==> src/rtl/cmt_pkg.sv <==
/*
  constants, types and shared decode functions of the mailbox transmit control block.
  assumes a 50 mhz system clock and a plain register port with 8-bit address, 16-bit data.
*/
package cmt_pkg;
	localparam int MBX_NUM   = 16;
	localparam int MBX_IDX_W = 4;
	localparam int ADDR_W    = 8;
	localparam int DATA_W    = 16;

	// address split: top bit selects mailbox area, then mailbox number, then byte index
	localparam int ADDR_MBX_SEL = 7;
	localparam int ADDR_MBX_MSB = 6;
	localparam int ADDR_MBX_LSB = 3;
	localparam int ADDR_BYTE_MSB = 2;
	localparam int ADDR_REG_MSB  = 6;

	localparam logic [6:0] REG_PENDING  = 7'h00;
	localparam logic [6:0] REG_CANCEL   = 7'h01;
	localparam logic [6:0] REG_REMOTE   = 7'h02;
	localparam logic [6:0] REG_IRQ_STAT = 7'h03;
	localparam logic [6:0] REG_IRQ_MASK = 7'h04;
	localparam logic [6:0] REG_CONTROL  = 7'h05;
	localparam logic [6:0] REG_STATUS   = 7'h06;

	localparam logic [2:0] MB_EXT_HIGH  = 3'h0;
	localparam logic [2:0] MB_LEN       = 3'h1;
	localparam logic [2:0] MB_RSV_TWO   = 3'h2;
	localparam logic [2:0] MB_RSV_THREE = 3'h3;
	localparam logic [2:0] MB_RSV_FOUR  = 3'h4;
	localparam logic [2:0] MB_BASE_LOW  = 3'h5;
	localparam logic [2:0] MB_BASE_HIGH = 3'h6;
	localparam logic [2:0] MB_EXT_LOW   = 3'h7;
	localparam int MB_BYTES = 8;

	localparam int LEN_CODE_W   = 4;
	localparam int LEN_LONG_BIT = 3;
	localparam logic [3:0] LEN_MAX = 4'h8;
	localparam int BASE_LOW_MSB = 7;
	localparam int BASE_LOW_LSB = 5;
	localparam int BASE_ID_W    = 11;
	localparam int EXT_ID_W     = 16;

	localparam int IRQ_TX_DONE   = 0;
	localparam int IRQ_TX_CANCEL = 1;
	localparam int IRQ_TX_ERROR  = 2;
	localparam int IRQ_REMOTE    = 3;
	localparam int IRQ_SPACING   = 4;
	localparam int IRQ_W         = 5;

	localparam int CTRL_HALT     = 0;
	localparam int STAT_BUS_OFF  = 0;
	localparam int STAT_BUSY     = 1;
	localparam int STAT_SOON     = 2;
	localparam int STAT_SEL_LSB  = 4;

	localparam int SPACING_US    = 50;
	localparam int CLK_MHZ       = 50;
	localparam int SPACING_CYC   = SPACING_US * CLK_MHZ;
	localparam int SPACING_W     = 12;

	typedef enum logic [1:0]
	{
		CMT_ENG_IDLE = 2'b00,
		CMT_ENG_SEND = 2'b01,
		CMT_ENG_HOLD = 2'b11
	} cmt_eng_state_t;

	function automatic logic [3:0] payload_bytes(input logic [3:0] code);
		payload_bytes = code[LEN_LONG_BIT] ? LEN_MAX : {1'b0, code[2:0]};
	endfunction

	function automatic logic [15:0] mbx_onehot(input logic [3:0] idx);
		mbx_onehot = 16'h0001 << idx;
	endfunction
endpackage

==> src/rtl/cmt_tx_if.sv <==
/*
  link between the register side and the transmit engine.
  assumes both ends run on the same system clock.
*/
`timescale 1ns/1ps
interface cmt_tx_if;
	logic [15:0] pending;
	logic [15:0] cancel;
	logic        bus_off;
	logic        halt;
	logic        core_done;
	logic        core_error;
	logic        busy;
	logic [3:0]  sel;
	logic        start;
	logic        done;
	logic        fail;

	modport ctl (output pending, output cancel, output bus_off, output halt, output core_done,
		output core_error, input busy, input sel, input start, input done, input fail);
	modport eng (input pending, input cancel, input bus_off, input halt, input core_done,
		input core_error, output busy, output sel, output start, output done, output fail);
endinterface

==> src/rtl/cmt_tx_engine.sv <==
/*
  transmit engine: picks the lowest pending mailbox, launches it, waits for the bus core.
  assumes asynchronous active-low reset already released through the top's synchroniser.
*/
`timescale 1ns/1ps
module cmt_tx_engine
(
	input  wire logic sys_clk,
	input  wire logic rst_sync_n,
	cmt_tx_if.eng     t
);
	cmt_pkg::cmt_eng_state_t state_reg;
	cmt_pkg::cmt_eng_state_t state_next;
	logic [3:0]              sel_reg;
	logic [3:0]              sel_next;
	logic                    start_reg;
	logic                    start_next;
	logic                    done_reg;
	logic                    done_next;
	logic                    fail_reg;
	logic                    fail_next;
	logic [3:0]              first_idx;
	logic                    sel_cancel;

	always_comb
	begin
		first_idx = '0;
		for (int i = cmt_pkg::MBX_NUM - 1; i >= 0; i--)
			if (t.pending[i])
				first_idx = 4'(i);
	end

	assign sel_cancel = t.cancel[sel_reg];

	always_comb
	begin
		state_next = state_reg;
		sel_next   = sel_reg;
		start_next = 1'b0;
		done_next  = 1'b0;
		fail_next  = 1'b0;
		case (state_reg)
			cmt_pkg::CMT_ENG_IDLE:
				if (!t.bus_off && |t.pending)
				begin
					sel_next   = first_idx;
					start_next = 1'b1;
					state_next = cmt_pkg::CMT_ENG_SEND;
				end
			cmt_pkg::CMT_ENG_SEND:
				if (t.bus_off)
					state_next = cmt_pkg::CMT_ENG_HOLD;
				else if (t.core_done)
				begin
					done_next  = 1'b1;
					state_next = cmt_pkg::CMT_ENG_IDLE;
				end
				else if (t.core_error && sel_cancel)
				begin
					fail_next  = 1'b1;
					state_next = cmt_pkg::CMT_ENG_IDLE;
				end
				else if (t.core_error)
					start_next = 1'b1;
			cmt_pkg::CMT_ENG_HOLD:
				if (!t.bus_off && sel_cancel)
				begin
					fail_next  = 1'b1;
					state_next = cmt_pkg::CMT_ENG_IDLE;
				end
				else if (!t.bus_off)
				begin
					start_next = 1'b1;
					state_next = cmt_pkg::CMT_ENG_SEND;
				end
			default:
				state_next = cmt_pkg::CMT_ENG_IDLE;
		endcase
	end

	always_ff @(posedge sys_clk or negedge rst_sync_n)
	begin
		if (!rst_sync_n)
		begin
			state_reg <= cmt_pkg::CMT_ENG_IDLE;
			sel_reg   <= '0;
			start_reg <= 1'b0;
			done_reg  <= 1'b0;
			fail_reg  <= 1'b0;
		end
		else if (t.halt)
		begin
			state_reg <= cmt_pkg::CMT_ENG_IDLE;
			sel_reg   <= '0;
			start_reg <= 1'b0;
			done_reg  <= 1'b0;
			fail_reg  <= 1'b0;
		end
		else
		begin
			state_reg <= state_next;
			sel_reg   <= sel_next;
			start_reg <= start_next;
			done_reg  <= done_next;
			fail_reg  <= fail_next;
		end
	end

	assign t.busy  = (state_reg != cmt_pkg::CMT_ENG_IDLE);
	assign t.sel   = sel_reg;
	assign t.start = start_reg;
	assign t.done  = done_reg;
	assign t.fail  = fail_reg;
endmodule

==> src/rtl/cmt_top.sv <==
/*
  mailbox control bytes, transmit request and cancel flags, remote flags and interrupts.
  assumes a bus core beside it that sends the latched frame and reports done or error.
*/
// Local design decisions: the placing of the registers and strobed register access.
// Functional notes
// - length codes 0..7 give that many bytes; top bit set gives eight bytes.
// - base identifier bits 10..3 in high byte, bits 2..0 in low byte bits 7..5.
// - extended identifier low 16 bits in two read/write bytes, undefined after reset.
// - cancel drops only mailboxes not on the bus; the sending one stays pending.
// - without cancel, transmission retries until done, then pending clears.
// - in bus-off the engine holds and cancels wait; afterwards one send or error-cancel.
// - halt bit set then cleared resets the controller and drops queued messages.
// - sixteen mailboxes; remote frame received sets that mailbox's remote flag.
`timescale 1ns/1ps
module cmt_top
(
	input  wire logic        sys_clk,
	input  wire logic        rst_n,
	input  wire logic [7:0]  bus_addr,
	input  wire logic [15:0] bus_wdata,
	input  wire logic        bus_wr,
	input  wire logic        bus_rd,
	output logic      [15:0] bus_rdata,
	output logic             irq,
	input  wire logic        bus_off,
	input  wire logic        rx_remote_valid,
	input  wire logic [3:0]  rx_remote_mbx,
	input  wire logic        core_done,
	input  wire logic        core_error,
	output logic             can_tx_start,
	output logic      [3:0]  can_tx_mbx,
	output logic      [10:0] can_tx_base_id,
	output logic      [15:0] can_tx_ext_id,
	output logic      [3:0]  can_tx_len
);
	logic [1:0]  rst_pipe_reg;
	logic        rst_sync_n;
	logic [7:0]  mbx_mem [cmt_pkg::MBX_NUM][cmt_pkg::MB_BYTES];
	logic [15:0] pending_reg;
	logic [15:0] pending_next;
	logic [15:0] cancel_reg;
	logic [15:0] cancel_next;
	logic [15:0] remote_reg;
	logic [15:0] remote_next;
	logic [4:0]  irq_stat_reg;
	logic [4:0]  irq_stat_next;
	logic [4:0]  irq_mask_reg;
	logic        halt_reg;
	logic [11:0] spacing_reg;
	logic [11:0] spacing_next;
	logic [15:0] rdata_reg;
	logic [15:0] rdata_next;
	logic        irq_reg;
	logic        tx_start_reg;
	logic [3:0]  tx_mbx_reg;
	logic [10:0] tx_base_reg;
	logic [15:0] tx_ext_reg;
	logic [3:0]  tx_len_reg;

	cmt_tx_if t ();

	// reset release
	always_ff @(posedge sys_clk or negedge rst_n)
	begin
		if (!rst_n)
			rst_pipe_reg <= 2'b00;
		else
			rst_pipe_reg <= {rst_pipe_reg[0], 1'b1};
	end
	assign rst_sync_n = rst_pipe_reg[1];

	// address decode
	wire         in_mbx    = bus_addr[cmt_pkg::ADDR_MBX_SEL];
	wire   [3:0] mbx_idx   = bus_addr[cmt_pkg::ADDR_MBX_MSB:cmt_pkg::ADDR_MBX_LSB];
	wire   [2:0] byte_idx  = bus_addr[cmt_pkg::ADDR_BYTE_MSB:0];
	wire   [6:0] reg_idx   = bus_addr[cmt_pkg::ADDR_REG_MSB:0];
	wire         reg_wr    = bus_wr && !in_mbx;
	wire         wr_pend   = reg_wr && (reg_idx == cmt_pkg::REG_PENDING) && !halt_reg;
	wire         wr_cancel = reg_wr && (reg_idx == cmt_pkg::REG_CANCEL) && !halt_reg;
	wire         wr_remote = reg_wr && (reg_idx == cmt_pkg::REG_REMOTE);
	wire         wr_istat  = reg_wr && (reg_idx == cmt_pkg::REG_IRQ_STAT);
	wire         wr_imask  = reg_wr && (reg_idx == cmt_pkg::REG_IRQ_MASK);
	wire         wr_ctrl   = reg_wr && (reg_idx == cmt_pkg::REG_CONTROL);
	wire         wr_mbx    = bus_wr && in_mbx && !halt_reg;

	// mailbox storage, no reset on purpose
	always_ff @(posedge sys_clk)
	begin
		if (wr_mbx)
			mbx_mem[mbx_idx][byte_idx] <= bus_wdata[7:0];
	end

	// cancel of mailboxes that are not on the bus
	logic [15:0] cancel_drop;
	genvar gi;
	generate
		for (gi = 0; gi < cmt_pkg::MBX_NUM; gi++)
		begin : g_drop
			assign cancel_drop[gi] = cancel_reg[gi] && !bus_off
				&& !(t.busy && (t.sel == 4'(gi)));
		end
	endgenerate

	wire  [15:0] sel_hot    = cmt_pkg::mbx_onehot(t.sel);
	wire  [15:0] end_clr    = (t.done || t.fail) ? sel_hot : 16'h0000;
	wire  [15:0] flag_clr   = cancel_drop | end_clr;
	wire  [15:0] pend_set   = wr_pend ? bus_wdata : 16'h0000;
	wire  [15:0] canc_set   = wr_cancel ? bus_wdata : 16'h0000;
	wire         ev_cancel  = |(cancel_drop & pending_reg);
	wire         req_write  = (wr_pend || wr_cancel) && (|bus_wdata);
	wire         soon       = (spacing_reg != 12'h000);
	wire  [15:0] remote_set = rx_remote_valid ? cmt_pkg::mbx_onehot(rx_remote_mbx) : 16'h0000;
	wire  [15:0] remote_clr = wr_remote ? bus_wdata : 16'h0000;
	wire   [4:0] stat_clr   = wr_istat ? bus_wdata[4:0] : 5'h00;

	logic [4:0] irq_ev;
	always_comb
	begin
		irq_ev = '0;
		irq_ev[cmt_pkg::IRQ_TX_DONE]   = t.done;
		irq_ev[cmt_pkg::IRQ_TX_CANCEL] = ev_cancel;
		irq_ev[cmt_pkg::IRQ_TX_ERROR]  = t.fail;
		irq_ev[cmt_pkg::IRQ_REMOTE]    = rx_remote_valid;
		irq_ev[cmt_pkg::IRQ_SPACING]   = req_write && soon;
	end

	// set wins over clear for every flag while halt is low; halt clears them all
	assign pending_next  = halt_reg ? 16'h0000 : ((pending_reg & ~flag_clr) | pend_set);
	assign cancel_next   = halt_reg ? 16'h0000 : ((cancel_reg & ~flag_clr) | canc_set);
	assign remote_next   = halt_reg ? 16'h0000 : ((remote_reg & ~remote_clr) | remote_set);
	assign irq_stat_next = halt_reg ? 5'h00 : ((irq_stat_reg & ~stat_clr) | irq_ev);
	assign spacing_next  = req_write ? 12'(cmt_pkg::SPACING_CYC) :
		(soon ? spacing_reg - 12'h001 : spacing_reg);

	always_ff @(posedge sys_clk or negedge rst_sync_n)
	begin
		if (!rst_sync_n)
		begin
			pending_reg  <= '0;
			cancel_reg   <= '0;
			remote_reg   <= '0;
			irq_stat_reg <= '0;
			spacing_reg  <= '0;
		end
		else
		begin
			pending_reg  <= pending_next;
			cancel_reg   <= cancel_next;
			remote_reg   <= remote_next;
			irq_stat_reg <= irq_stat_next;
			spacing_reg  <= spacing_next;
		end
	end

	// control and mask survive halt so software can release it
	always_ff @(posedge sys_clk or negedge rst_sync_n)
	begin
		if (!rst_sync_n)
		begin
			halt_reg     <= 1'b0;
			irq_mask_reg <= '0;
		end
		else
		begin
			if (wr_ctrl)
				halt_reg <= bus_wdata[cmt_pkg::CTRL_HALT];
			if (wr_imask)
				irq_mask_reg <= bus_wdata[4:0];
		end
	end

	assign t.pending    = pending_reg;
	assign t.cancel     = cancel_reg;
	assign t.bus_off    = bus_off;
	assign t.halt       = halt_reg;
	assign t.core_done  = core_done;
	assign t.core_error = core_error;

	cmt_tx_engine u_engine
	(
		.sys_clk    (sys_clk),
		.rst_sync_n (rst_sync_n),
		.t          (t.eng)
	);

	// frame fields of the launched mailbox
	wire  [7:0] sel_len   = mbx_mem[t.sel][cmt_pkg::MB_LEN];
	wire  [7:0] sel_bhigh = mbx_mem[t.sel][cmt_pkg::MB_BASE_HIGH];
	wire  [7:0] sel_blow  = mbx_mem[t.sel][cmt_pkg::MB_BASE_LOW];
	wire [10:0] sel_base  = {sel_bhigh, sel_blow[cmt_pkg::BASE_LOW_MSB:cmt_pkg::BASE_LOW_LSB]};
	wire [15:0] sel_ext   = {mbx_mem[t.sel][cmt_pkg::MB_EXT_HIGH], mbx_mem[t.sel][cmt_pkg::MB_EXT_LOW]};
	wire  [3:0] sel_bytes = cmt_pkg::payload_bytes(sel_len[cmt_pkg::LEN_CODE_W-1:0]);

	always_ff @(posedge sys_clk or negedge rst_sync_n)
	begin
		if (!rst_sync_n)
		begin
			tx_start_reg <= 1'b0;
			tx_mbx_reg   <= '0;
			tx_base_reg  <= '0;
			tx_ext_reg   <= '0;
			tx_len_reg   <= '0;
		end
		else
		begin
			tx_start_reg <= t.start && !halt_reg;
			if (t.start && !halt_reg)
			begin
				tx_mbx_reg  <= t.sel;
				tx_base_reg <= sel_base;
				tx_ext_reg  <= sel_ext;
				tx_len_reg  <= sel_bytes;
			end
		end
	end

	// read path
	logic [15:0] status_word;
	always_comb
	begin
		status_word = '0;
		status_word[cmt_pkg::STAT_BUS_OFF] = bus_off;
		status_word[cmt_pkg::STAT_BUSY]    = t.busy;
		status_word[cmt_pkg::STAT_SOON]    = soon;
		status_word[cmt_pkg::STAT_SEL_LSB +: cmt_pkg::MBX_IDX_W] = t.sel;
	end

	wire [15:0] mbx_rd = {8'h00, mbx_mem[mbx_idx][byte_idx]};

	always_comb
	begin
		rdata_next = '0;
		if (bus_rd && in_mbx)
			rdata_next = mbx_rd;
		else if (bus_rd)
			case (reg_idx)
				cmt_pkg::REG_PENDING:  rdata_next = pending_reg;
				cmt_pkg::REG_CANCEL:   rdata_next = cancel_reg;
				cmt_pkg::REG_REMOTE:   rdata_next = remote_reg;
				cmt_pkg::REG_IRQ_STAT: rdata_next = {11'h000, irq_stat_reg};
				cmt_pkg::REG_IRQ_MASK: rdata_next = {11'h000, irq_mask_reg};
				cmt_pkg::REG_CONTROL:  rdata_next = {15'h0000, halt_reg};
				cmt_pkg::REG_STATUS:   rdata_next = status_word;
				default:               rdata_next = '0;
			endcase
	end

	always_ff @(posedge sys_clk or negedge rst_sync_n)
	begin
		if (!rst_sync_n)
		begin
			rdata_reg <= '0;
			irq_reg   <= 1'b0;
		end
		else
		begin
			rdata_reg <= rdata_next;
			irq_reg   <= |(irq_stat_reg & irq_mask_reg);
		end
	end

	assign bus_rdata      = rdata_reg;
	assign irq            = irq_reg;
	assign can_tx_start   = tx_start_reg;
	assign can_tx_mbx     = tx_mbx_reg;
	assign can_tx_base_id = tx_base_reg;
	assign can_tx_ext_id  = tx_ext_reg;
	assign can_tx_len     = tx_len_reg;
endmodule

==> config.mk <==
export PLATFORM = sky130hd
export DESIGN_NAME = cmt_top
export DESIGN_NICKNAME = d
export VERILOG_FILES = /design/src/rtl/cmt_pkg.sv /design/src/rtl/cmt_tx_if.sv /design/src/rtl/cmt_tx_engine.sv /design/src/rtl/cmt_top.sv
export SDC_FILE = /design/constraint.sdc
export NUM_CORES = 2
export LEC_CHECK = 0
export BUFFER_PORTS_ARGS = -buffer_cell sky130_fd_sc_hd__buf_2
export CAP_MARGIN = 20
export CORE_MARGIN = 8
export CORE_UTILIZATION = 60
export CTS_CLUSTER_DIAMETER = 200
export CTS_CLUSTER_SIZE = 16
export DETAILED_ROUTE_END_ITERATION = 7
export PLACE_DENSITY = 0.74
export SLEW_MARGIN = 15
export SYNTH_ARGS = -nofsm -noshare
export SYNTH_HDL_FRONTEND = slang
export SYNTH_HIERARCHICAL = 1
export SYNTH_SLANG_ARGS = --single-unit
==> constraint.sdc <==
create_clock -name sys_clk -period 11.4 [get_ports sys_clk]
set_clock_uncertainty 0.15 [all_clocks]
set_input_delay 0 -clock sys_clk [delete_from_list [all_inputs] [get_ports sys_clk]]
set_output_delay 0 -clock sys_clk [all_outputs]
set_load 0.02 [all_outputs]
Yosys cells after proc, flatten, opt, wreduce, memory -nomap -nowiden
Memories as Yosys holds them, arrays and structs flattened.
Cells that the tools add are included.
W data, S select, Z words.
{"block": "totals", "register_bits": 135, "inputBits": 36, "ramBits": 1024, "mem_count": 1}
{"memory": "mbx_mem", "depth": 16, "word_bits": 64, "rd": 2, "rd_ports_with_merged_regs": 0, "wr": 1, "line": "cmt_top.sv:39", "source": "logic [7:0] mbx_mem [cmt_pkg::MBX_NUM][cmt_pkg::MB_BYTES];"}
{"block": "classes", "n_addsub": 1, "n_lt_le_gt_ge": 3, "eq_ne": 26, "n_shift": 2, "reduce_logical": 102, "mux": 71, "n_bitwise": 15}
{"operator": "$mux W16", "count": 10}
{"operator": "$pmux W16 S7", "count": 1}
{"operator": "$mux W4", "count": 20}
{"operator": "$logic_and A1 B1 Y1", "count": 67}
{"operator": "$and A16 B16 Y16", "count": 4}
{"operator": "$mux W64", "count": 1}
{"operator": "$or A16 B16 Y16", "count": 4}
{"operator": "$reduce_or A16 Y1", "count": 3}
{"operator": "$eq A4 B4 Y1 const B", "count": 8}
{"operator": "$not A16 Y16", "count": 2}
{"operator": "$shl A1 B4 Y16 const A", "count": 2}
{"operator": "$bmux W8 S3", "count": 1}
{"operator": "$demux W8 S3", "count": 1}
{"operator": "$mux W12", "count": 2}
{"operator": "$mux W8", "count": 3}
{"operator": "$eq A7 B3 Y1 const B", "count": 3}
{"operator": "$logic_not A1 Y1", "count": 19}
{"operator": "$mux W1", "count": 19}
{"operator": "$eq A4 B3 Y1 const B", "count": 4}
{"operator": "$eq A7 B2 Y1 const B", "count": 2}
{"operator": "$mux W2", "count": 7}
{"operator": "$reduce_bool A12 Y1", "count": 1}
{"operator": "$sub A12 B1 Y12 const B", "count": 1}
{"operator": "$and A5 B5 Y5", "count": 2}
{"operator": "other kinds (27)", "count": 33}

Logic depth before layout (Yosys ltp)
{"block": "depth", "depth_word": 19, "depth_mapped": 11, "ltp_nobuf": 8}

Modules after synthesis
Netlist, hierarchy kept.
{"mod": "cmt_top", "area_per_inst_um2": 49750.2, "cells_per_inst": 2725, "instances": 1, "seq_area_each_um2": 33902.5}
{"mod": "cmt_tx_engine", "area_per_inst_um2": 721.9, "cells_per_inst": 78, "instances": 1, "seq_area_each_um2": 225.2}

Worst setup path after synthesis
Ideal clock, no wire load.
{"block": "synth_path", "kind": "register -> register", "from": "register halt_reg", "to": "memory mbx_mem[7][56] (netlist name), enable pin", "required_time_ns": 10.879, "setup_slack_ns": 8.923, "arrival_ns": 1.957, "path_buffers": 3, "stages_incl_launch_ff": 7, "synth_period_minus_slack_ns": 2.477, "cell_sequence": "dfrtp_1 -> clkbuf_1 -> clkbuf_1 -> nor3_1 -> nand2_1 -> clkbuf_1 -> nor2_1"}
{"block": "synth_between", "elab_chain_len": 4}
{"element": "from (decl)", "line": "cmt_top.sv:49", "source": "logic halt_reg;"}
{"element": "from (signal assigned)", "line": "cmt_top.sv:167", "source": "halt_reg <= bus_wdata[cmt_pkg::CTRL_HALT];"}
{"element": "$logic_not A1 Y1", "line": "cmt_top.sv:85", "source": "wire wr_mbx = bus_wr && in_mbx && !halt_reg;"}
{"element": "$logic_and A1 B1 Y1", "line": "cmt_top.sv:85"}
{"element": "$mux W1", "line": "cmt_top.sv:90", "source": "if (wr_mbx)"}
{"element": "$mux W64 (not written as such)", "line": "cmt_top.sv:91", "source": "mbx_mem[mbx_idx][byte_idx] <= bus_wdata[7:0];"}
{"element": "to (decl)", "line": "cmt_top.sv:39"}
Every way passes these cells.

Final worst setup path
{"block": "layout_path", "from": "input port bus_addr[4]", "to": "register rdata_reg[0], in the netlist bus_rdata[0]"}
{"block": "layout_between", "elab_chain_len": 5}
{"element": "from (decl)", "line": "cmt_top.sv:20", "source": "input wire logic [7:0] bus_addr,"}
{"element": "$mem_v2 Z16 W64"}
{"element": "$bmux W8 S3", "line": "cmt_top.sv:229", "source": "wire [15:0] mbx_rd = {8'h00, mbx_mem[mbx_idx][byte_idx]};"}
{"element": "$mux W8 (not written as such) (2 in series)", "line": "cmt_top.sv:229"}
{"element": "$mux W16 *", "line": "cmt_top.sv:234", "source": "if (bus_rd && in_mbx)"}
{"element": "net rdata_next[0]", "line": "cmt_top.sv:53", "source": "logic [15:0] rdata_next;"}
{"element": "to (signal assigned)", "line": "cmt_top.sv:258", "source": "rdata_reg <= rdata_next;"}
{"element": "to (decl)", "line": "cmt_top.sv:52", "source": "logic [15:0] rdata_reg;"}
The timed path passes the listed nets; every way through them passes the cells marked *. The select of a mux whose other input is x is not followed.
A chain may end at the register's enable or synchronous reset.

==> results.py <==
metrics = {
    "clocking": {
        "clk_latency_ps": 650,
        "root_buffer": "clkbuf_16",
        "cts_sinks": 1159,
        "cts-buffers-inserted": 82,
        "path_clk_slew_ps": 80,
        "htree_num_levels": 3,
        "cts_tree": "yes",
        "clk_path_buf_depth": 3,
    },
    "layout": {
        "multiInputGateArea_um2": 15400,
        "final_cell_mix": "1024 x edfxtp_1, 398 x mux4_2, 266 x nor2_1",
        "area_growth_pct": 8.02,
        "fillers": 5513,
        "largest_register_ffs": 1024,
        "drive_gt1_frac": 0.228,
        "final_util": 0.654,
        "final_nets": 2923,
        "regArea_um2": 34100,
        "largest_register": "mbx_mem",
        "final_cell_area_um2": 54500,
        "layout_commonest_cell": "edfxtp_1",
    },
    "drt": {
        "drt.antenna.violating_nets": 0,
        "post_drt_wl_per_cell_um": 35.1,
        "drc_errors": 0,
        "wl_mm": 141,
        "vias": 29300,
        "drt_pass1_iterations": 6,
        "drt_first_iter_violations": 4714,
        "vias_per_cell": 7.30,
    },
    "worst_setup_path": {
        "reg2reg_slack_ps": 7420,
        "end_kind": "flop",
        "critical_path_class": "input pin to flop",
        "critPathArrivalTime_ps": 4440,
        "setup.worst_path.start_class": "input pin",
        "worstPathRequired_ps": 11780,
        "critPathMaxFanout": 85,
    },
    "power_and_ir_drop": {
        "power_density_nw_per_um2": 173,
        "p_leak_nw": 17.6,
        "peakVddDrop_uv": 149,
    },
    "sta": {
        "worst_slack_ps": 7340,
        "hold-worst-slack_ps": 48.0,
        "fmax_ghz": 0.247,
        "rsz0062_at_grt": "no",
        "hold_violations": 0,
        "max_slew_margin": 0.168,
        "slew_viol_final": 0,
        "post-route-period-util": 0.356,
        "worst_pin_slew_ps": 1240,
        "finalCriticalPeriod_ps": 4060,
        "setup_viol_count_final": 0,
        "setup_tns_ps": 0,
    },
    "synth": {
        "synth-seq-cells": 1159,
        "syn_inst": 2803,
        "synth_edf_count": 1024,
        "synth_area_um2": 50500,
        "ys_seq_area_frac": 0.676,
        "synth_ff_type": "edfxtp_1",
        "yosysWarnings": 6,
        "async_flop_share": 0.116,
        "synth_fp_nets": 2841,
        "ys_types": 75,
        "syn_area_per_cell_um2": 18.0,
    },
    "placement": {
        "place_area_um2": 51700,
        "dp_slack_ps": 7200,
        "portBuffers": 88,
        "dp_hpwl_mm": 90.7,
        "place_congestion": 1.04,
    },
    "global_routing": {
        "first_global_vias": 29100,
        "grtUsageTotal": 0.299,
        "antenna_found_initial": 6,
        "grt_start_max_net_pins": 110,
        "gr-total-overflow": 0,
        "grt_pass1_wl_mm": 205,
    },
    "hold_path": {
        "holdCritPathClass": "input pin to async pin",
    },
    "floorplan": {
        "die_w_um": 306,
        "die_h_um": 306,
        "core-area_um2": 83400,
        "ios": 89,
        "num_rows": 106,
        "start_util": 0.605,
        "die-area_um2": 93700,
    },
    "run": {
        "max_cap_viol_count": 0,
    },
    "status": {
        "status": "finished, final reports clean",
    },
}
[synthesized netlist by cell type, drive strengths merged (21+ instances only)]
cell | count | area (um^2)
dfrtp | 135 | 3380
a211oi | 21 | 158
o21ai | 38 | 190
buf | 110 | 693
edfxtp | 1024 | 30700
mux2i | 120 | 1200
nand3 | 33 | 165
nor4 | 21 | 168
a21oi | 62 | 310
mux2 | 26 | 293
nor2 | 266 | 998
clkbuf | 67 | 251
nor2b | 23 | 144
nand2 | 174 | 653
mux4 | 402 | 9070
a22oi | 60 | 450
[per-layer routing]
| metal | GRT usage | routed length, um |
|---|---|---|
| met3 | 0.0800 | 18300 |
| met1 | 0.422 | 52000 |
| met2 | 0.455 | 64900 |
| met4 | 0.109 | 5800 |
| met5 | 0 | 22 |
[area by class of cell]
cell class	instances	area share
flip-flops and latches	1159	0.626
clock inverters	6	0.00149
repair buffers	175	0.0233
diodes	4	0.000184
inverters	15	0.00103
multi-input cells	1452	0.282
clock buffers	131	0.0414
well taps	1080	0.0248
[worst paths after layout]
kind / from / end / cells after the start
min in group sys_clk: bus_wdata[5] / mbx_mem[6][45] / 2
hold / removal: rst_n / rst_pipe_reg[1] / 3
hold reg to reg: rst_pipe_reg[1] / can_tx_base_id[8] / 0
max in group asynchronous: rst_pipe_reg[1] / can_tx_len[1] / 2
setup reg to reg: u_engine/t.sel[1] / can_tx_ext_id[0] / 6
setup / recovery: bus_addr[4] / bus_rdata[0] / 10
[what timing repair did]
| action | in CTS | in global routing |
|---|---|---|
| setup buffers | 0 | 0 |
| hold buffers | 39 | 0 |
| endpoints found under the hold margin | 472 | 0 |
| resized for setup | 0 | 0 |
[logic make-up (layout without fill, tap and decap cells)]
group           after synthesis  in the layout  share of synthesized area
compound gates              288            288                     0.0390
xor+xnor                      9              9                    0.00156
fa+ha+maj                     2              2                   0.000496
buf+inv                     192            327                     0.0198
flops                      1159           1159                      0.676
mux                         548            548                      0.209
other cells                   1              5                  0.0000743
simple gates                604            604                     0.0536
[critical path, stage by stage]
cell	delay (ps)
buf_8	590
buf_4	740
buf_4	760
mux4_2	580
nor2b_1	160
a211oi_1	390
a21oi_1	70
and3_1	170
o32a_1	340
dlygate4sd3_1	570
[where the power goes]
part	total, mW	internal, mW	switching (mW)
clock network	2.79	1.37	1.43
logic	1.74	0.736	1.01
registers	4.92	4.74	0.175
total	9.45	6.85	2.61
[metrics by stage]
step                std cells  power (mW)
floorplan                2803        6.11
global placement         3838        6.69
detailed placement       3838        6.72
CTS                      4014        9.46
global route             4018        9.71
finish                   4022        9.45
No activity file was read; power rests on OpenSTA's default activity.
